`config.mk`:
```
export PLATFORM = sky130hd
export DESIGN_NAME = cvb_bit_history_core
export DESIGN_NICKNAME = d
export VERILOG_FILES = /design/src/pkg/cvb_pkg.sv /design/src/core/cvb_bit_history_core.sv
export SDC_FILE = /design/constraint.sdc
export NUM_CORES = 1
export LEC_CHECK = 0
export ABC_CLOCK_PERIOD_IN_PS = 3200
export BUFFER_PORTS_ARGS = -buffer_cell sky130_fd_sc_hd__clkbuf_2
export CORE_MARGIN = 4
export CORE_UTILIZATION = 25
export CTS_BUF_LIST = sky130_fd_sc_hd__clkbuf_4 sky130_fd_sc_hd__clkbuf_8
export CTS_CLUSTER_SIZE = 28
export DETAILED_ROUTE_END_ITERATION = 10
export PLACE_DENSITY = 0.38
export SLEW_MARGIN = 10
export SYNTH_ARGS = -nofsm -noshare
export SYNTH_HDL_FRONTEND = slang
export SYNTH_SLANG_ARGS = --single-unit
```
`constraint.sdc`:
```
create_clock -name clk -period 3.2 [get_ports clk]
set_clock_uncertainty 0.05 [all_clocks]
set_input_delay 0.32 -clock clk [delete_from_list [all_inputs] [get_ports clk]]
set_output_delay 0.32 -clock clk [all_outputs]
set_load 0.03 [all_outputs]
```
`src/pkg/cvb_pkg.sv`:
```
// shared types and constants for the slope delta bit history core
package cvb_pkg;

    localparam int HIST_LEN = 3;
    localparam logic [HIST_LEN-1:0] HIST_RESET = 3'h2;
    localparam logic MODE_ENCODE = 1'h1;
    localparam logic SYNC_AGREE_MASK = 1'h1;
    localparam int SYNC_LEN = 3;
    localparam logic SYNC_RESET = 1'h0;

    typedef struct packed {
        logic serialBit;
        logic rampUp;
        logic coincidence_b;
    } cvb_out_s;

    localparam cvb_out_s OUT_RESET = 3'h1;

endpackage : cvb_pkg

```
`src/core/cvb_bit_history_core.sv`:
```
// sign bit capture, three-bit history and coincidence detection
`timescale 1ns/10ps

module cvb_bit_history_core #(
    parameter int                  HIST_LEN  = cvb_pkg::HIST_LEN,
    parameter logic [HIST_LEN-1:0] HIST_INIT = cvb_pkg::HIST_RESET,
    parameter int                  SYNC_LEN  = cvb_pkg::SYNC_LEN
) (
    input  wire logic             clk,
    input  wire logic             rst_b,
    input  wire logic             syncReset,
    input  wire logic             bitClk,
    input  wire logic             encodeSelect,
    input  wire logic             inputAboveFeedback,
    input  wire logic             rxData,
    output cvb_pkg::cvb_out_s     outs,
    output logic                  bitStrobe
);

    // a bit instant reaches the outputs about four clocks after the clock
    // pin falls; data pins share the same chain depth, so they must be
    // settled at least one clock before that fall or the old level is taken

    // pins come from outside clk: one chain per pin
    logic [SYNC_LEN-1:0] clkSync_q;
    logic [SYNC_LEN-1:0] clkSync_d;
    logic                clkLevel_q;
    logic                clkLevel_d;
    logic [SYNC_LEN-1:0] encSync_q;
    logic [SYNC_LEN-1:0] encSync_d;
    logic                encLevel_q;
    logic                encLevel_d;
    logic [SYNC_LEN-1:0] cmpSync_q;
    logic [SYNC_LEN-1:0] cmpSync_d;
    logic                cmpLevel_q;
    logic                cmpLevel_d;
    logic [SYNC_LEN-1:0] rxSync_q;
    logic [SYNC_LEN-1:0] rxSync_d;
    logic                rxLevel_q;
    logic                rxLevel_d;

    // history and the registered outputs
    logic [HIST_LEN-1:0] hist_q;
    logic [HIST_LEN-1:0] hist_d;
    cvb_pkg::cvb_out_s   out_q;
    cvb_pkg::cvb_out_s   out_d;
    logic                strobe_q;
    logic                strobe_d;
    logic                fallEdge;
    logic                newBit;

    // one more sample into a chain, the oldest drops off the far end
    function automatic logic [SYNC_LEN-1:0] syncShift(input logic [SYNC_LEN-1:0] s,
                                                      input logic                pin);
        syncShift = {s[SYNC_LEN-2:0], pin};
    endfunction : syncShift

    // level follows only when the late stages agree, so a single
    // unsettled sample is never taken as a new level
    function automatic logic agreed(input logic [SYNC_LEN-1:0] s,
                                    input logic                prev);
        agreed = (s[SYNC_LEN-2] == s[SYNC_LEN-1]) ? s[SYNC_LEN-1] : prev;
    endfunction : agreed

    // newest bit enters at the low end
    function automatic logic [HIST_LEN-1:0] shiftIn(input logic [HIST_LEN-1:0] h,
                                                    input logic                b);
        shiftIn = {h[HIST_LEN-2:0], b};
    endfunction : shiftIn

    function automatic logic uniform(input logic [HIST_LEN-1:0] h);
        uniform = (&h) | ~(|h);
    endfunction : uniform

    // bit clock chain; reset low, so a clock pin high at release
    // shows up as a rise and never as a bit instant
    always_comb begin
        clkSync_d  = syncShift(clkSync_q, bitClk);
        clkLevel_d = agreed(clkSync_q, clkLevel_q);
    end

    always_ff @(posedge clk or negedge rst_b) begin
        if (!rst_b) begin
            clkSync_q  <= {SYNC_LEN{cvb_pkg::SYNC_RESET}};
            clkLevel_q <= cvb_pkg::SYNC_RESET;
        end else begin
            clkSync_q  <= clkSync_d;
            clkLevel_q <= clkLevel_d;
        end
    end

    // encode or decode select chain
    always_comb begin
        encSync_d  = syncShift(encSync_q, encodeSelect);
        encLevel_d = agreed(encSync_q, encLevel_q);
    end

    always_ff @(posedge clk or negedge rst_b) begin
        if (!rst_b) begin
            encSync_q  <= {SYNC_LEN{cvb_pkg::SYNC_RESET}};
            encLevel_q <= cvb_pkg::SYNC_RESET;
        end else begin
            encSync_q  <= encSync_d;
            encLevel_q <= encLevel_d;
        end
    end

    // comparator result chain
    always_comb begin
        cmpSync_d  = syncShift(cmpSync_q, inputAboveFeedback);
        cmpLevel_d = agreed(cmpSync_q, cmpLevel_q);
    end

    always_ff @(posedge clk or negedge rst_b) begin
        if (!rst_b) begin
            cmpSync_q  <= {SYNC_LEN{cvb_pkg::SYNC_RESET}};
            cmpLevel_q <= cvb_pkg::SYNC_RESET;
        end else begin
            cmpSync_q  <= cmpSync_d;
            cmpLevel_q <= cmpLevel_d;
        end
    end

    // received data chain
    always_comb begin
        rxSync_d  = syncShift(rxSync_q, rxData);
        rxLevel_d = agreed(rxSync_q, rxLevel_q);
    end

    always_ff @(posedge clk or negedge rst_b) begin
        if (!rst_b) begin
            rxSync_q  <= {SYNC_LEN{cvb_pkg::SYNC_RESET}};
            rxLevel_q <= cvb_pkg::SYNC_RESET;
        end else begin
            rxSync_q  <= rxSync_d;
            rxLevel_q <= rxLevel_d;
        end
    end

    // falling edge of the filtered bit clock marks one bit instant
    assign fallEdge = clkLevel_q & ~clkLevel_d;

    // inverted sense: one when input is below feedback
    assign newBit = (encLevel_q == cvb_pkg::MODE_ENCODE) ? ~cmpLevel_q
                                                         : rxLevel_q;

    // synchronous reset wins over a bit instant in the same cycle
    always_comb begin
        hist_d = hist_q;
        if (syncReset) begin
            hist_d = HIST_INIT;
        end else if (fallEdge) begin
            // one bit in per bit instant, no added bits, no framing state
            hist_d = shiftIn(hist_q, newBit);
        end
    end

    always_ff @(posedge clk or negedge rst_b) begin
        if (!rst_b) begin
            hist_q <= HIST_INIT;
        end else begin
            hist_q <= hist_d;
        end
    end

    // outputs change only at a bit instant or a synchronous reset
    always_comb begin
        out_d = out_q;
        if (syncReset) begin
            out_d = cvb_pkg::OUT_RESET;
        end else if (fallEdge) begin
            out_d.serialBit     = newBit;
            out_d.rampUp        = newBit;
            // same check serves encode and decode paths
            out_d.coincidence_b = ~uniform(shiftIn(hist_q, newBit));
        end
    end

    always_ff @(posedge clk or negedge rst_b) begin
        if (!rst_b) begin
            out_q <= cvb_pkg::OUT_RESET;
        end else begin
            out_q <= out_d;
        end
    end

    // one-cycle marker of the cycle in which the outputs took a new bit
    always_comb begin
        strobe_d = 1'h0;
        if (!syncReset && fallEdge) begin
            strobe_d = 1'h1;
        end
    end

    always_ff @(posedge clk or negedge rst_b) begin
        if (!rst_b) begin
            strobe_q <= 1'h0;
        end else begin
            strobe_q <= strobe_d;
        end
    end

    // alternating bits never look uniform, so idle keeps the filter discharged
    assign outs      = out_q;
    assign bitStrobe = strobe_q;

endmodule : cvb_bit_history_core

```
==> impl_metrics.py <==
metrics = {
    "power": {
        "p_leak_nw": 0.346,
        "switching_share": 0.217,
        "internal_power_w": 0.000351,
        "pwr_density_cell_mw_per_mm2": 579,
        "ir_worst_vdd_mv": 0.307,
        "combPwrFrac": 0.069,
        "clkPwrFrac": 0.313,
        "power_frac_seq": 0.618,
        "power_switching_w": 0.0000970,
    },
    "sta": {
        "min_period_ps": 1400,
        "fmax_mhz": 713,
        "setup_tns_ps": 0,
        "hold_violations": 0,
        "finalSetupViolations": 0,
        "rsz0062_at_grt": "false",
        "max_slew_margin": 0.686,
        "maxSlewViolCount": 0,
        "finalCritPeriodShare": 0.438,
        "worst_pin_slew_ps": 471,
    },
    "clocking": {
        "cts_buffers": 3,
        "cts_resized": 0,
        "htree_levels": 1,
        "worst_skew_pair.late_latency_ps": 290,
        "cts_tree": "yes",
        "clk_pin_slew_ps": 100,
        "clk_path_buf_depth": 2,
        "cts_sinks": 20,
        "post_cts_buffers": 0,
        "clock-root-buffer": "clkbuf_4",
    },
    "placement": {
        "dpl.hpwl_um": 598,
        "placed_cell_area_um2": 727,
        "place_inst": 78,
        "gp_congestion": 0.635,
        "port_buffers": 10,
    },
    "critical_path": {
        "cp_cell_sequence": "clkbuf_2",
        "crit_path_top_delay_cell": "dfstp_2",
        "cp-end-kind": "output pin",
        "cp.required_ps": 2830,
        "cpPeakStageDelay_ps": 550,
        "r2r_setup_slack_ps": 1900,
        "startpoint_type": "flip-flop",
        "crit_buf_inv": 1,
        "path_class": "flip-flop to output pin",
        "critPathTopFamily": "flip-flops",
        "critPathArrivalTime_ps": 1030,
        "path_max_fanout": 2,
    },
    "job": {
        "max_cap_violations": 0,
    },
    "global_routing": {
        "antenna_found_initial": 0,
        "grt_max_degree": 21,
        "overflow": 0,
        "grt_pass1_wl_um": 1500,
        "grt_usage": 0.0584,
        "grt_pass1_vias": 348,
    },
    "drt": {
        "wl_per_cell_um": 9.94,
        "drtAntennaViolNets": 0,
        "routed_via_density": 4.10,
        "vias": 340,
        "first_iter_violations": 2,
        "drc": 0,
        "wl_um": 825,
        "drtPass1Iterations": 2,
    },
    "layout": {
        "final_common_cell": "dfrtp_1",
        "n_fill_cell": 250,
        "final_cells": 83,
        "insertedDiodeCount": 0,
        "syn_to_final_growth_pct": 17.3,
        "drive_gt1_frac": 0.321,
        "multi_input_area_um2": 133,
        "mostFrequentLayoutCells": "18 x dfrtp_1, 10 x clkbuf_2, 4 x maj3_1, 3 x clkbuf_4",
        "fin_area_um2": 773,
        "fin_nets": 61,
        "regArea_um2": 503,
    },
    "die": {
        "start_util": 0.264,
        "die_y_um": 59.4,
        "fp-row-count": 18,
        "ioPinCount": 11,
        "dieArea_mm2": 0.00352,
        "die_x_um": 59.4,
        "core_mm2": 0.00250,
    },
    "yosys": {
        "ys_ff_latch": 20,
        "syn-num-nets": 48,
        "syn_inst": 41,
        "seq_area_frac_synth": 0.763,
        "ys_warn_count": 0,
        "syn_area_per_cell_um2": 16.1,
        "yosysUniqueCellTypes": 16,
        "syn_area_um2": 659,
    },
    "worst_hold_path": {
        "hold_path.class": "input port to flip-flop",
    },
    "status": {
        "status": "finished clean",
    },
}
-- registers in the layout, indices dropped and copies added, names as in the netlist --
signal      flops
clkSync_q       3
cmpSync_q       3
encSync_q       3
rxSync_q        3
hist_q          2
bitStrobe       1
clkLevel_q      1
cmpLevel_q      1
encLevel_q      1
outs            1
rxLevel_q       1
-- final cells by class --
type | count | area share
tap | 30 | 0.0485
inverter | 1 | 0.00485
multi-input combinational | 17 | 0.172
timing repair buffer | 11 | 0.0777
sequential | 20 | 0.650
clock buffer | 4 | 0.0469
-- cell families (layout without fill, tap and decap cells) --
logic type                 count (synthesis)  count (layout)  synth area share
and+or+nand+nor                            8               8            0.0892
DFF                                       20              20             0.763
adders and majority gates                  4               4            0.0607
buffers and inverters                      4              16            0.0360
AOI/OAI and AO/OA                          5               5            0.0512
-- per-stage QoR --
step	hold slack (ps)	power, W	util	setup WS (ps)
floorplan	-25.6	0.000300	-	1940
global placement	258	0.000312	0.291	1920
detailed placement	255	0.000313	0.291	1910
CTS	63.8	0.000457	0.309	1780
global route	55.5	0.000474	0.309	1750
finish	78.3	0.000448	0.309	1800
-- final timing paths --
check	start	endpoint	cells after the start
worst min-delay path	rxData	rxSync_q[0]	1
worst max-delay path	outs[0]	outs[0]	1
max in group asynchronous	rst_b	hist_q[1]	2
min in group asynchronous	rst_b	encLevel_q	2
worst max register to register	clkSync_q[2]	hist_q[1]	2
worst min register to register	rxSync_q[0]	rxSync_q[1]	0
-- cell usage after synthesis --
cell type	instances	share of area
nand2_1	2	0.011
or3b_1	1	0.013
dfstp_2	2	0.080
and4_1	1	0.013
nor2_1	2	0.011
inv_1	1	0.0057
dfrtp_1	18	0.68
or2_1	1	0.0095
nand3b_4	1	0.030
o31ai_1	1	0.011
buf_4	2	0.023
a211oi_1	1	0.011
maj3_1	4	0.061
a211o_1	1	0.013
buf_2	1	0.0076
a21oi_1	2	0.015
-- per-layer routing --
layer / vias to the layer above / track usage / routed length, um
li1: 164 / - / -
met1: 164 / 0.0750 / 402
met2: 12 / 0.0827 / 339
met3: 0 / 0.0392 / 83
met4: 0 / 0.00971 / 0
met5: - / 0 / 0
-- power groups by stage --
stage / Clock (W) / Combinational [W] / Sequential (W)
2_1_floorplan: 0 / 0.0000182 / 0.000282
3_3_place_gp: 0 / 0.0000308 / 0.000282
3_5_place_dp: 0 / 0.0000309 / 0.000282
4_1_cts: 0.000148 / 0.0000318 / 0.000277
5_1_grt: 0.000159 / 0.0000351 / 0.000280
6_report: 0.000140 / 0.0000309 / 0.000277
-- repair_timing --
action                                  CTS  global route
hold endpoints to repair                 18             0
hold buffers                              1             0
endpoints found under the setup margin    0             0
No activity file was read; power rests on OpenSTA's default activity.
